File: src/rtl/prog_defs.svh
`ifndef PROG_DEFS_SVH
`define PROG_DEFS_SVH

// ----------------------------------------
// Clock and serial timing
// ----------------------------------------
`define MCLK_KHZ 25000
`define QTR_NS 2500
`define QTR_CYC ((`QTR_NS * `MCLK_KHZ + 999999) / 1000000)
`define TWR_US 20000
`define TWR_CYC (`TWR_US * (`MCLK_KHZ / 1000))
`define STOP_LAST_PH 3'h5
`define BIT_LAST_PH 3'h3

// ----------------------------------------
// Addressing and page
// ----------------------------------------
`define PAGE_BYTES 128
`define ADDR_USED_MASK 24'h01ffff
`define DEV_ID_RST 7'h2b

`endif

File: src/rtl/prog_pkg.sv
package prog_pkg;

    typedef enum logic [1:0] {
        OP_WRITE = 2'b00,
        OP_CUR_READ = 2'b01,
        OP_RAND_READ = 2'b10
    } op_t;

    typedef enum logic [2:0] {
        ST_IDLE = 3'b000,
        ST_START = 3'b001,
        ST_TX = 3'b010,
        ST_RX = 3'b011,
        ST_LOAD = 3'b100,
        ST_STOP = 3'b101
    } state_t;

    typedef enum logic [2:0] {
        STEP_HDR = 3'b000,
        STEP_ADDR = 3'b001,
        STEP_DATA = 3'b010,
        STEP_RHDR = 3'b011,
        STEP_RDATA = 3'b100
    } step_t;

    typedef struct packed {
        op_t op;
        logic [23:0] addr;
    } cmd_t;

    typedef struct packed {
        logic done;
        logic err;
        logic rd_valid;
        logic [7:0] rd_data;
    } rsp_t;

endpackage

File: src/rtl/prog_host.sv
`timescale 1ns/100ps
`include "prog_defs.svh"

module prog_host
    import prog_pkg::*;
#(
    parameter int PAGE_BYTES = `PAGE_BYTES,
    parameter int QTR_CYC = `QTR_CYC,
    parameter int TWR_CYC = `TWR_CYC,
    // Device identity, value arbitrary
    parameter logic [6:0] DEV_ID = `DEV_ID_RST
) (
    // Clock, reset, enable
    input wire logic mclk_i,
    input wire logic rstn_i,
    input wire logic ce_i,
    // Command
    input wire logic cmd_valid_i,
    input wire cmd_t cmd_i,
    output logic cmd_ready_o,
    input wire logic mode_en_i,
    // Write data
    input wire logic wr_valid_i,
    input wire logic [7:0] wr_data_i,
    output logic wr_ready_o,
    // Response
    output rsp_t rsp_o,
    // Serial pins
    output logic prog_serial_clock_o,
    input wire logic prog_serial_data_i,
    output logic prog_serial_data_o,
    output logic prog_serial_data_oe_o,
    output logic serial_mode_select_n_o
);

    localparam int DW = $clog2(PAGE_BYTES + 1);
    localparam int QW = $clog2(QTR_CYC + 1);
    localparam int TW = $clog2(TWR_CYC + 1);

    state_t st_q;
    step_t step_q;
    cmd_t cmd_q;
    logic [2:0] ph_q;
    logic [3:0] bit_q;
    logic [1:0] acnt_q;
    logic [DW-1:0] dcnt_q;
    logic [7:0] sh_q;
    logic lsb_q;
    logic err_q;
    logic [QW-1:0] qcnt_q;
    logic [TW-1:0] poll_cnt_q;
    logic scl_q;
    logic sda_oe_q;
    logic sda_out_q;
    logic mode_sel_n_q;
    logic cmd_ready_q;
    logic wr_ready_q;
    rsp_t rsp_q;
    logic sda_s;
    logic tick;
    logic end_ph;
    logic tx_bit;
    logic rw_bit;
    logic ack_ok;
    logic [23:0] addr_m;

    // ----------------------------------------
    // Data line input synchroniser
    // ----------------------------------------
    pin_sync #(
        .INIT(1'b1)
    ) u_sda_sync (
        .mclk_i(mclk_i),
        .rstn_i(rstn_i),
        .ce_i(ce_i),
        .pin_i(prog_serial_data_i),
        .level_o(sda_s)
    );

    // ----------------------------------------
    // Quarter-bit timebase
    // ----------------------------------------
    always_ff @(posedge mclk_i or negedge rstn_i) begin
        if (!rstn_i) begin
            qcnt_q <= '0;
        end else if (ce_i) begin
            if (qcnt_q == '0) begin
                qcnt_q <= QW'(QTR_CYC - 1);
            end else begin
                qcnt_q <= qcnt_q - 1'b1;
            end
        end
    end

    assign tick = ce_i && (qcnt_q == '0);
    assign end_ph = tick && (ph_q == ((st_q == ST_STOP) ? `STOP_LAST_PH : `BIT_LAST_PH));
    assign tx_bit = lsb_q ? sh_q[0] : sh_q[7];
    assign rw_bit = (step_q == STEP_RHDR) || (cmd_q.op == OP_CUR_READ);
    assign ack_ok = !sda_s;
    assign addr_m = cmd_q.addr & `ADDR_USED_MASK;

    // ----------------------------------------
    // Program cycle wait window
    // ----------------------------------------
    always_ff @(posedge mclk_i or negedge rstn_i) begin
        if (!rstn_i) begin
            poll_cnt_q <= '0;
        end else if (ce_i) begin
            if (end_ph && st_q == ST_STOP && cmd_q.op == OP_WRITE && !err_q) begin
                poll_cnt_q <= TW'(TWR_CYC);
            end else if (poll_cnt_q != '0) begin
                poll_cnt_q <= poll_cnt_q - 1'b1;
            end
        end
    end

    // ----------------------------------------
    // Mode select held low while busy
    // ----------------------------------------
    always_ff @(posedge mclk_i or negedge rstn_i) begin
        if (!rstn_i) begin
            mode_sel_n_q <= 1'b1;
        end else if (ce_i) begin
            mode_sel_n_q <= !(mode_en_i || st_q != ST_IDLE || poll_cnt_q != '0);
        end
    end

    // ----------------------------------------
    // Serial pin drive
    // ----------------------------------------
    always_ff @(posedge mclk_i or negedge rstn_i) begin
        if (!rstn_i) begin
            scl_q <= 1'b1;
            sda_oe_q <= 1'b0;
            sda_out_q <= 1'b0;
        end else if (ce_i) begin
            sda_out_q <= 1'b0;
            if (tick) begin
                unique case (st_q)
                    ST_START: begin
                        if (ph_q == 3'h0) scl_q <= 1'b0;
                        if (ph_q == 3'h1) sda_oe_q <= 1'b0;
                        if (ph_q == 3'h2) scl_q <= 1'b1;
                        if (ph_q == 3'h3) sda_oe_q <= 1'b1;
                    end
                    ST_TX: begin
                        if (ph_q == 3'h0) scl_q <= 1'b0;
                        if (ph_q == 3'h1) sda_oe_q <= (bit_q < 4'h8) && !tx_bit;
                        if (ph_q == 3'h2) scl_q <= 1'b1;
                    end
                    ST_RX: begin
                        if (ph_q == 3'h0) scl_q <= 1'b0;
                        if (ph_q == 3'h1) sda_oe_q <= 1'b0;
                        if (ph_q == 3'h2) scl_q <= 1'b1;
                    end
                    ST_STOP: begin
                        if (ph_q == 3'h0) scl_q <= 1'b0;
                        if (ph_q == 3'h1) sda_oe_q <= 1'b1;
                        if (ph_q == 3'h2) scl_q <= 1'b1;
                        if (ph_q == 3'h3) sda_oe_q <= 1'b0;
                    end
                    ST_IDLE, ST_LOAD: begin
                    end
                endcase
            end
        end
    end

    // ----------------------------------------
    // Message sequencer
    // ----------------------------------------
    always_ff @(posedge mclk_i or negedge rstn_i) begin
        if (!rstn_i) begin
            st_q <= ST_IDLE;
            step_q <= STEP_HDR;
            cmd_q <= '0;
            ph_q <= 3'h0;
            bit_q <= 4'h0;
            acnt_q <= 2'h0;
            dcnt_q <= '0;
            sh_q <= 8'h00;
            lsb_q <= 1'b0;
            err_q <= 1'b0;
            cmd_ready_q <= 1'b1;
            wr_ready_q <= 1'b0;
            rsp_q <= '0;
        end else if (ce_i) begin
            rsp_q.done <= 1'b0;
            rsp_q.err <= 1'b0;
            rsp_q.rd_valid <= 1'b0;
            if (tick && st_q != ST_IDLE && st_q != ST_LOAD) begin
                ph_q <= end_ph ? 3'h0 : ph_q + 3'h1;
            end
            unique case (st_q)
                ST_IDLE: begin
                    if (cmd_valid_i && cmd_ready_q) begin
                        cmd_q <= cmd_i;
                        cmd_ready_q <= 1'b0;
                        step_q <= STEP_HDR;
                        err_q <= 1'b0;
                        dcnt_q <= '0;
                        ph_q <= 3'h0;
                        st_q <= ST_START;
                    end
                end
                ST_START: begin
                    if (end_ph) begin
                        sh_q <= {DEV_ID, rw_bit};
                        lsb_q <= 1'b0;
                        bit_q <= 4'h0;
                        st_q <= ST_TX;
                    end
                end
                ST_LOAD: begin
                    if (wr_valid_i && wr_ready_q) begin
                        wr_ready_q <= 1'b0;
                        sh_q <= wr_data_i;
                        lsb_q <= 1'b1;
                        bit_q <= 4'h0;
                        ph_q <= 3'h0;
                        st_q <= ST_TX;
                    end
                end
                ST_TX: begin
                    if (end_ph && bit_q < 4'h8) begin
                        sh_q <= lsb_q ? {1'b0, sh_q[7:1]} : {sh_q[6:0], 1'b0};
                        bit_q <= bit_q + 4'h1;
                    end else if (end_ph && !ack_ok) begin
                        if ((step_q == STEP_HDR || step_q == STEP_RHDR) && poll_cnt_q != '0) begin
                            st_q <= ST_START;
                        end else begin
                            err_q <= 1'b1;
                            st_q <= ST_STOP;
                        end
                    end else if (end_ph) begin
                        bit_q <= 4'h0;
                        unique case (step_q)
                            STEP_HDR: begin
                                if (cmd_q.op == OP_CUR_READ) begin
                                    step_q <= STEP_RDATA;
                                    lsb_q <= 1'b1;
                                    st_q <= ST_RX;
                                end else begin
                                    step_q <= STEP_ADDR;
                                    acnt_q <= 2'h0;
                                    sh_q <= addr_m[23:16];
                                    lsb_q <= 1'b0;
                                end
                            end
                            STEP_ADDR: begin
                                if (acnt_q == 2'h0) begin
                                    acnt_q <= 2'h1;
                                    sh_q <= addr_m[15:8];
                                end else if (acnt_q == 2'h1) begin
                                    acnt_q <= 2'h2;
                                    sh_q <= addr_m[7:0];
                                end else if (cmd_q.op == OP_WRITE) begin
                                    step_q <= STEP_DATA;
                                    wr_ready_q <= 1'b1;
                                    st_q <= ST_LOAD;
                                end else begin
                                    step_q <= STEP_RHDR;
                                    st_q <= ST_START;
                                end
                            end
                            STEP_DATA: begin
                                dcnt_q <= dcnt_q + 1'b1;
                                if (dcnt_q == DW'(PAGE_BYTES - 1)) begin
                                    st_q <= ST_STOP;
                                end else begin
                                    wr_ready_q <= 1'b1;
                                    st_q <= ST_LOAD;
                                end
                            end
                            STEP_RHDR: begin
                                step_q <= STEP_RDATA;
                                lsb_q <= 1'b1;
                                st_q <= ST_RX;
                            end
                            default: begin
                                err_q <= 1'b1;
                                st_q <= ST_STOP;
                            end
                        endcase
                    end
                end
                ST_RX: begin
                    if (end_ph && bit_q < 4'h8) begin
                        sh_q <= {sda_s, sh_q[7:1]};
                        bit_q <= bit_q + 4'h1;
                    end else if (end_ph) begin
                        st_q <= ST_STOP;
                    end
                end
                ST_STOP: begin
                    if (end_ph) begin
                        rsp_q.done <= 1'b1;
                        rsp_q.err <= err_q;
                        rsp_q.rd_valid <= (step_q == STEP_RDATA) && !err_q;
                        rsp_q.rd_data <= sh_q;
                        cmd_ready_q <= 1'b1;
                        st_q <= ST_IDLE;
                    end
                end
            endcase
        end
    end

    assign prog_serial_clock_o = scl_q;
    assign prog_serial_data_o = sda_out_q;
    assign prog_serial_data_oe_o = sda_oe_q;
    assign serial_mode_select_n_o = mode_sel_n_q;
    assign cmd_ready_o = cmd_ready_q;
    assign wr_ready_o = wr_ready_q;
    assign rsp_o = rsp_q;
endmodule

File: src/rtl/pin_sync.sv
`timescale 1ns/100ps
module pin_sync #(
    parameter logic INIT = 1'b1
) (
    // Clock and reset
    input wire logic mclk_i,
    input wire logic rstn_i,
    input wire logic ce_i,
    // Pin and filtered level
    input wire logic pin_i,
    output logic level_o
);

    logic s1_q;
    logic s2_q;
    logic s3_q;
    logic lvl_q;

    // ----------------------------------------
    // Three stages, change once two agree
    // ----------------------------------------
    always_ff @(posedge mclk_i or negedge rstn_i) begin
        if (!rstn_i) begin
            s1_q <= INIT;
            s2_q <= INIT;
            s3_q <= INIT;
        end else if (ce_i) begin
            s1_q <= pin_i;
            s2_q <= s1_q;
            s3_q <= s2_q;
        end
    end

    always_ff @(posedge mclk_i or negedge rstn_i) begin
        if (!rstn_i) begin
            lvl_q <= INIT;
        end else if (ce_i && (s2_q == s3_q)) begin
            lvl_q <= s3_q;
        end
    end

    assign level_o = lvl_q;

endmodule

File: config.mk
export PLATFORM = sky130hd
export DESIGN_NAME = prog_host
export DESIGN_NICKNAME = d
export VERILOG_FILES = /design/src/rtl/prog_pkg.sv /design/src/rtl/prog_host.sv /design/src/rtl/pin_sync.sv
export VERILOG_INCLUDE_DIRS = /design/src /design/src/rtl
export SDC_FILE = /design/constraint.sdc
export NUM_CORES = 1
export LEC_CHECK = 0
export BUFFER_PORTS_ARGS = -buffer_cell sky130_fd_sc_hd__buf_2
export CAP_MARGIN = 40
export CORE_MARGIN = 2
export CORE_UTILIZATION = 27
export CTS_CLUSTER_SIZE = 25
export DETAILED_ROUTE_END_ITERATION = 6
export PLACE_DENSITY_LB_ADDON = 0.05
export REMOVE_ABC_BUFFERS = 1
export SLEW_MARGIN = 20
export SYNTH_ARGS = -nofsm -noshare
export SYNTH_HDL_FRONTEND = slang
export SYNTH_HIERARCHICAL = 1
export SYNTH_SLANG_ARGS = --single-unit
File: constraint.sdc
create_clock -name mclk_i -period 2.95 [get_ports mclk_i]
set_input_delay 0.1475 -clock mclk_i [delete_from_list [all_inputs] [get_ports mclk_i]]
set_output_delay 0.1475 -clock mclk_i [all_outputs]
set_load 0.005 [all_outputs]
==> results.txt, run 1 <==
----------------------------------------------------
[Run status]
  Status ... complete, no violations

[Synth]
  Number of distinct standard cells referenced by the synthesized netlist ... 78
  Synthesized netlist cell count ... 591
  Average footprint of a synthesized cell ... 9.482 sq um
  Main flop type after synthesis ... sky130_fd_sc_hd__dfrtp_1
  Async set or reset register ratio after synthesis ... 100.0%
  Sequential element share of the synthesized area ... 43.47%
  Number of enable flip-flop cells after synthesis ... 0
  Number of synthesized register bits ... 97
  Netlist area before placement ... 0.005604 sq mm
  Yosys warning total ... 6

[Placement]
  Port Buffers ... 49
  Post-place instance area ... 0.006260 sq mm
  Weighted congestion reported at the end of routability-driven placement ... 0.7523
  Dpl hpwl ... 11100 microns

[Drt]
  Wire length the detailed router placed on met1 ... 7563 microns
  Count of nets left with antenna violations after detail routing ... 0
  First-pass iteration count of the detailed router ... 4
  Average detailed-routed wire length per instance ... 16.50 microns
  Detailed-routed wire length on met2 ... 7395 microns
  Via count normalized by instance count ... 4.886
  Vias ... 4593
  Total wire length after detailed routing ... 15510 microns
  Routed length on met3 ... 362 microns
  Post-route DRC ... 0
  Highest metal layer with signal wires ... met4
  DR iter-0 viols ... 231

[Clock tree]
  Largest buffer count on any clock path ... 2
  Clock insertion delay at the later pin of the skew report ... 0.35 ns
  Num Clock Sinks ... 97
  Cells resized by post-CTS repair ... 0
  Post-CTS setup repair buffer count ... 0
  Clock transition at the registers of the reported paths ... 0.07 ns
  CTS Buf Count ... 9
  Count of H-tree levels built during CTS ... 3
  TritonCTS clock tree ... yes
  Clock root cell ... sky130_fd_sc_hd__clkbuf_16

[Critical path]
  Critical Path AT ... 2.84 ns
  Critical Path Start Type ... flip-flop
  Critical Path, Cell by Cell ... nand3b_4 > mux2i_1 > nand2_1 > nor4_2 > a21oi_1 > a21oi_1
  Startpoint-to-endpoint class of the critical path ... flip-flop to flip-flop
  Crit path max-delay cell type ... sky130_fd_sc_hd__dfrtp_1
  Top delay family on crit path ... simple AND/OR/NAND/NOR gates
  Required time worst endpoint ... 3.22 ns
  Peak fanout along the critical path ... 15
  Most common cell type on the critical path ... sky130_fd_sc_hd__a21oi_1
  Critical path's largest stage delay ... 0.74 ns
  Worst setup EP type ... flip-flop
  Number of buffer and inverter stages on the critical path ... 0

[Die]
  Die width ... 148.1 microns
  Starting density of the core ... 27.61%
  IO Pins ... 58
  Vert. Die Dim ... 148.1 microns
  Core Box Area ... 0.02030 sq mm
  Full die area ... 0.02192 sq mm
  Standard-cell row count ... 52

[Final layout]
  Most common cell after layout, fill and taps aside ... sky130_fd_sc_hd__nand2_1
  N_diodes ... 0
  Non-Filler Cell Area, Final ... 0.006787 sq mm
  Filler Cell Count ... 2134
  Nets@finish ... 718
  Commonest non-fill, non-tap cells in the layout ... sky130_fd_sc_hd__nand2_1 (110), sky130_fd_sc_hd__dfrtp_1 (90), sky130_fd_sc_hd__buf_2 (48)
  Area growth from synthesis to layout ... 21.10%
  Share of cells above drive strength 1 ... 21.79%

[Timing]
  Peak clock frequency supported by timing ... 387.9 MHz
  Hold violation total from the final report ... 0
  Worst hold-check slack ... 0.03643 ns
  Worst relative slew slack ... 57.08%
  Final number of setup-violating endpoints ... 0
  Setup repair after global routing missed its margin ... false
  Min Tclk post-route ... 2.578 ns
  Max Clock Skew ... 0.01109 ns
  Post-Route Setup TNS ... 0 ns
  Final Cycle Share ... 87.40%
  Final Max Slew Viols ... 0
  Worst Max-Slew Pin Slew ... 0.6438 ns

[GRT]
  Via count of the first global-routing pass ... 4658
  Overall global routing resource usage ... 14.84%
  Antenna violations before repair ... 0
  Largest net degree at the start of global routing ... 45
  Total congestion overflow after global routing ... 0
  First-pass GRT wire length ... 25420 microns

[Flow run]
  Number of maximum-capacitance constraint violations ... 0

[Power and ir drop]
  Power per cell area ... 543.6 mW/mm^2
  Static leakage power ... 3.142 nW
  IR drop worst, VDD ... 0.2293 mV

[Min path]
  Hold Path Class ... primary input to flip-flop

----------------------------------------------------
## cell type report
class	instances	area [sq um]	share of cell area [%]
Multi-Input combinational cell	455	3019	44.49
Sequential cell	97	2436	35.90
Timing Repair Buffer	91	628.1	9.255
Tap cell	270	337.8	4.978
Clock buffer	10	239.0	3.521
Clock inverter	4	77.57	1.143
Inverter	13	48.80	0.7190
## report_power, final
part | switching, mW | total, mW | internal (mW)
Sequential | 0.207 | 1.72 | 1.51
Combinational | 0.360 | 0.676 | 0.316
Clock | 0.532 | 1.29 | 0.762
Total | 1.10 | 3.69 | 2.59
## cell usage after synthesis, types with 4 or more instances
| library cell | n | area (sq um) |
|---|---|---|
| sky130_fd_sc_hd__nor2b_1 | 9 | 56.30 |
| sky130_fd_sc_hd__mux2_2 | 26 | 292.8 |
| sky130_fd_sc_hd__dfrtp_1 | 90 | 2252 |
| sky130_fd_sc_hd__xnor2_1 | 17 | 148.9 |
| sky130_fd_sc_hd__buf_2 | 7 | 35.03 |
| sky130_fd_sc_hd__a22o_1 | 6 | 52.55 |
| sky130_fd_sc_hd__xor2_1 | 6 | 52.55 |
| sky130_fd_sc_hd__nor2_1 | 44 | 165.2 |
| sky130_fd_sc_hd__or3_1 | 10 | 62.56 |
| sky130_fd_sc_hd__nand4_1 | 6 | 37.54 |
| sky130_fd_sc_hd__a21oi_1 | 21 | 105.1 |
| sky130_fd_sc_hd__and2_1 | 5 | 31.28 |
| sky130_fd_sc_hd__a32oi_1 | 5 | 43.79 |
| sky130_fd_sc_hd__nor4_2 | 4 | 50.05 |
| sky130_fd_sc_hd__ha_1 | 10 | 125.1 |
| sky130_fd_sc_hd__o211ai_1 | 4 | 30.03 |
| sky130_fd_sc_hd__or2_2 | 4 | 25.02 |
| sky130_fd_sc_hd__a21o_1 | 5 | 37.54 |
| sky130_fd_sc_hd__nand2b_1 | 8 | 50.05 |
| sky130_fd_sc_hd__mux2i_1 | 16 | 160.2 |
| sky130_fd_sc_hd__inv_1 | 13 | 48.80 |
| sky130_fd_sc_hd__nand2_1 | 110 | 412.9 |
| sky130_fd_sc_hd__nor3b_1 | 4 | 30.03 |
| sky130_fd_sc_hd__o21ai_0 | 21 | 105.1 |
| sky130_fd_sc_hd__dfstp_2 | 7 | 183.9 |
| sky130_fd_sc_hd__o31ai_1 | 5 | 37.54 |
| sky130_fd_sc_hd__nor3_1 | 17 | 85.08 |
| sky130_fd_sc_hd__nor4_1 | 7 | 43.79 |
| sky130_fd_sc_hd__clkbuf_1 | 15 | 56.30 |
| sky130_fd_sc_hd__nand3_1 | 20 | 100.1 |
## routing by layer
metal  track usage, %  up-vias
met2            24.47       68
met3            1.963       12
met4            5.571        0
li1                 -     2263
met5                0        -
met1            19.93     2250
## state kept, by name (all words and copies together), names as in the netlist, 2 cells and up
register    cells
bit_q           4
addr_m         17
st_q            3
poll_cnt_q     19
acnt_q          2
sh_q            8
step_q          3
qcnt_q          6
dcnt_q          8
ph_q            3
cmd_q           2
rsp_o          11
## logic make-up (layout without fill, tap and decap cells)
logic type / Yosys count / after routing / share of synthesized area [%]
adder cells (fa/ha/maj): 10 / 10 / 2.233
XOR/XNOR: 23 / 23 / 3.594
buffers and inverters: 39 / 118 / 2.902
AND/OR/NAND/NOR: 273 / 273 / 25.45
other: 1 / 1 / 0.06691
flip-flops: 97 / 97 / 43.47
multiplexers: 43 / 43 / 8.283
AO/OA/AOI/OAI: 105 / 105 / 14.00
## through the flow
stage / setup slack [ns] / util, % / std cells / total power, mW
2_1_floorplan: 0.3396 / - / 565 / 2.164
3_3_place_gp: 0.3828 / 30.84 / 905 / 2.381
3_5_place_dp: 0.4080 / 30.84 / 905 / 2.409
4_1_cts: 0.3953 / 33.43 / 940 / 3.761
5_1_grt: 0.1715 / 33.43 / 940 / 3.914
6_report: 0.3718 / 33.43 / 940 / 3.689
## repair_timing
item / CTS / global route
hold buffers: 21 / 0
endpoints found under the hold margin: 55 / 0
endpoints found under the setup margin: 0 / 0
## final timing paths
path	cells past startpoint	end	slack (ns)	startpoint
max	6	acnt_q[1]$_DFFE_PN0P_	0.37	st_q[0]$_DFFE_PN0P_
min	2	u_sda_sync/s1_q$_DFFE_PN1P_	0.04	prog_serial_data_i
max reg2reg	6	acnt_q[1]$_DFFE_PN0P_	0.37	st_q[0]$_DFFE_PN0P_
min reg2reg	2	addr_m[6]$_DFFE_PN0P_	0.47	addr_m[6]$_DFFE_PN0P_
max in group asynchronous	3	sh_q[7]$_DFFE_PN0P_	1.90	rstn_i
min in group asynchronous	2	poll_cnt_q[4]$_DFFE_PN0P_	0.36	rstn_i
(Power assumes the default switching activity.)
==> run 2: changes to the inputs <==
--- a/config.mk
+++ b/config.mk
@@ -13,6 +13,7 @@
 export CTS_CLUSTER_SIZE = 25
 export DETAILED_ROUTE_END_ITERATION = 6
 export PLACE_DENSITY_LB_ADDON = 0.05
+export RECOVER_POWER = 100
 export REMOVE_ABC_BUFFERS = 1
 export SLEW_MARGIN = 20
 export SYNTH_ARGS = -nofsm -noshare
==> run 2 against run 1 <==
Compared with the run above:
- clock skew shrank 0.00061 ns
- utilization shrank 0.51 points
- routed wire length is essentially flat
- combinational power shrank 3%
- maximum frequency shrank 3.3%
- sequential share of layout area grew 0.56 points
- via count grew 0.17%
- non-clock buffer count is the same
==> results.txt, run 2 (synthesis results as in run 1) <==
----------------------------------------------------
[Critical path]
  Reg-to-reg setup timing slack ... 0.28 ns (-0.09 ns)
  Top delay family on crit path ... simple AND/OR/NAND/NOR gates
  Critical Path AT ... 2.90 ns (+0.06 ns)
  Crit path max-delay cell type ... sky130_fd_sc_hd__dfrtp_1
  Startpoint-to-endpoint class of the critical path ... flip-flop to flip-flop
  Critical Path Start Type ... flip-flop
  Most common cell type on the critical path ... sky130_fd_sc_hd__nor2_1
  Critical path's largest stage delay ... 0.73 ns (about the same)
  Critical Path, Cell by Cell ... clkbuf_1 > or3b_1 > nor2_1 > a31o_1 > nor4_1 > xnor2_1 > nor2_1
  Peak fanout along the critical path ... 15 (unchanged)
  Source of the worst register-to-register timing path ... st_q[0]$_DFFE_PN0P_
  Worst setup EP type ... flip-flop
  Critical R2R Capture ... dcnt_q[5]$_DFFE_PN0P_
  Reg2reg path depth ... 7 (+1)
  Number of buffer and inverter stages on the critical path ... 1 (+1)
  Required time worst endpoint ... 3.18 ns (-0.04 ns)

[Clock tree]
  CTS Buf Count ... 9 (unchanged)
  Number of hold buffers added after CTS ... 21 (unchanged)
  Clock transition at the registers of the reported paths ... 0.07 ns (about the same)
  TritonCTS clock tree ... yes
  Clock insertion delay at the later pin of the skew report ... 0.35 ns (about the same)
  Largest buffer count on any clock path ... 2 (unchanged)
  Cells resized by post-CTS repair ... 0 (unchanged)
  Num Clock Sinks ... 97 (unchanged)
  Clock root cell ... sky130_fd_sc_hd__clkbuf_16
  Count of H-tree levels built during CTS ... 3 (unchanged)
  Post-CTS setup repair buffer count ... 0 (unchanged)

[Timing]
  Setup repair after global routing missed its margin ... false
  Post-Route Setup TNS ... 0 ns (unchanged)
  Peak clock frequency supported by timing ... 375.0 MHz (-3.3%)
  Worst hold-check slack ... 0.03666 ns (+0.0002356 ns)
  Final Cycle Share ... 90.40% (+3.0 points)
  Final Max Slew Viols ... 0 (unchanged)
  Final number of setup-violating endpoints ... 0 (unchanged)
  Min Tclk post-route ... 2.667 ns (+0.08871 ns)
  Hold violation total from the final report ... 0 (unchanged)
  Worst Max-Slew Pin Slew ... 1.212 ns (+0.5684 ns)
  Worst relative slew slack ... 19.18% (-38 points)
  Max Clock Skew ... 0.01048 ns (-0.0006132 ns)

[Die]
  Core Box Area ... 0.02030 sq mm (unchanged)
  IO Pins ... 58 (unchanged)
  Starting density of the core ... 27.61% (unchanged)
  Vert. Die Dim ... 148.1 microns (unchanged)
  Standard-cell row count ... 52 (unchanged)
  Full die area ... 0.02192 sq mm (unchanged)
  Die width ... 148.1 microns (unchanged)

[Final layout]
  Final Util ... 32.92% (-0.51 points)
  N_diodes ... 0 (unchanged)
  Register containing the most flip-flops in the final layout ... poll_cnt_q
  Flip-flop count of the largest register after layout ... 19 (unchanged)
  Share of cells above drive strength 1 ... 18.36% (-3.4 points)
  Nets@finish ... 718 (unchanged)
  Non-Filler Cell Area, Final ... 0.006683 sq mm (-1.5%)
  Most common cell after layout, fill and taps aside ... sky130_fd_sc_hd__nand2_1
  Area growth from synthesis to layout ... 19.25%
  Commonest non-fill, non-tap cells in the layout ... sky130_fd_sc_hd__nand2_1 (110), sky130_fd_sc_hd__dfrtp_1 (90), sky130_fd_sc_hd__nor2_1 (44)

[Drt]
  Via count normalized by instance count ... 4.895 (+0.17%)
  Count of nets left with antenna violations after detail routing ... 0 (unchanged)
  Vias ... 4601 (+0.17%)
  DR iter-0 viols ... 226 (-2.2%)
  Average detailed-routed wire length per instance ... 16.49 microns (about the same)
  First-pass iteration count of the detailed router ... 5 (+1)
  Total wire length after detailed routing ... 15500 microns (about the same)
  Post-route DRC ... 0 (unchanged)

[Power and ir drop]
  Power per cell area ... 546.6 mW/mm^2 (+0.54%)
  Overall power after layout ... 3.653 mW (-1.0%)
  IR drop worst, VDD ... 0.2330 mV (+1.6%)
  Static leakage power ... 3.055 nW (-2.8%)

[Flow run]
  Number of maximum-capacitance constraint violations ... 0 (unchanged)

[Min path]
  WHS Path Cells ... 2 (unchanged)
  Hold Path Class ... primary input to flip-flop
  Start point of the worst hold path ... prog_serial_data_i
  Hold Path Sink ... u_sda_sync/s1_q$_DFFE_PN1P_

[GRT]
  Total congestion overflow after global routing ... 0 (unchanged)
  Overall global routing resource usage ... 14.84% (unchanged)
  Antenna violations before repair ... 0 (unchanged)
  First-pass GRT wire length ... 25420 microns (unchanged)
  Via count of the first global-routing pass ... 4658 (unchanged)
  Largest net degree at the start of global routing ... 45 (unchanged)

[Run status]
  Status ... complete, no violations

[Placement]
  Port Buffers ... 49 (unchanged)
  Post-place instance area ... 0.006260 sq mm (unchanged)
  Dpl hpwl ... 11100 microns (unchanged)
  Weighted congestion reported at the end of routability-driven placement ... 0.7523 (unchanged)

----------------------------------------------------
==> run 2: changes by cell type in the layout (fill, tap and decap cells not counted), sizes merged <==
cell / previous run / this run
buf: 70 / 57
clkbuf: 10 / 23
==> run 2: per-layer routing <==
metal	GRT usage, %	up-vias	part of all wire [%]	routed length (microns)
li1	-	2269	-	-
met1	19.93	2244	48	7463
met2	24.47	73	48	7376
met3	1.963	15	2.6	396
met4	5.571	0	1.7	263
met5	0	-	0	0
==> run 2: metrics by stage <==
stage,setup slack (ns),instances
after floorplan,0.3396,565
after global placement,0.3828,905
after detailed placement,0.4080,905
after CTS,0.3953,940
after global routing,0.1137,940
final,0.2831,940
==> run 2: power by group <==
group          internal, mW  total, mW  switching, mW  leakage [nW]
sequential             1.51       1.70          0.191          1.26
clock                 0.762       1.30          0.533         0.155
combinational         0.300      0.656          0.356          1.64
total                  2.57       3.65           1.08          3.05
==> run 2: worst max-delay path by stage <==
stage | from | depth (start not counted) | endpoint
final | st_q[0]$_DFFE_PN0P_ | 7 | dcnt_q[5]$_DFFE_PN0P_
after global routing | qcnt_q[2]$_DFFE_PN0P_ | 7 | sh_q[4]$_DFFE_PN0P_
after CTS | st_q[0]$_DFFE_PN0P_ | 6 | acnt_q[1]$_DFFE_PN0P_
after detailed placement | qcnt_q[0]$_DFFE_PN0P_ | 8 | poll_cnt_q[6]$_DFFE_PN0P_
after global placement | qcnt_q[0]$_DFFE_PN0P_ | 8 | poll_cnt_q[9]$_DFFE_PN0P_
after floorplan | st_q[0]$_DFFE_PN0P_ | 3 | err_q$_DFFE_PN0P_
==> run 2: final cells by class <==
cell class                      count  area (sq um)
Tap cell                          270         337.8
Clock buffer                       10         239.0
Clock inverter                      4         77.57
Inverter                           13         48.80
Sequential cell                    97          2436
Multi-Input combinational cell    455          2960
Fill cell                        2152         13620
Timing Repair Buffer               91         583.1
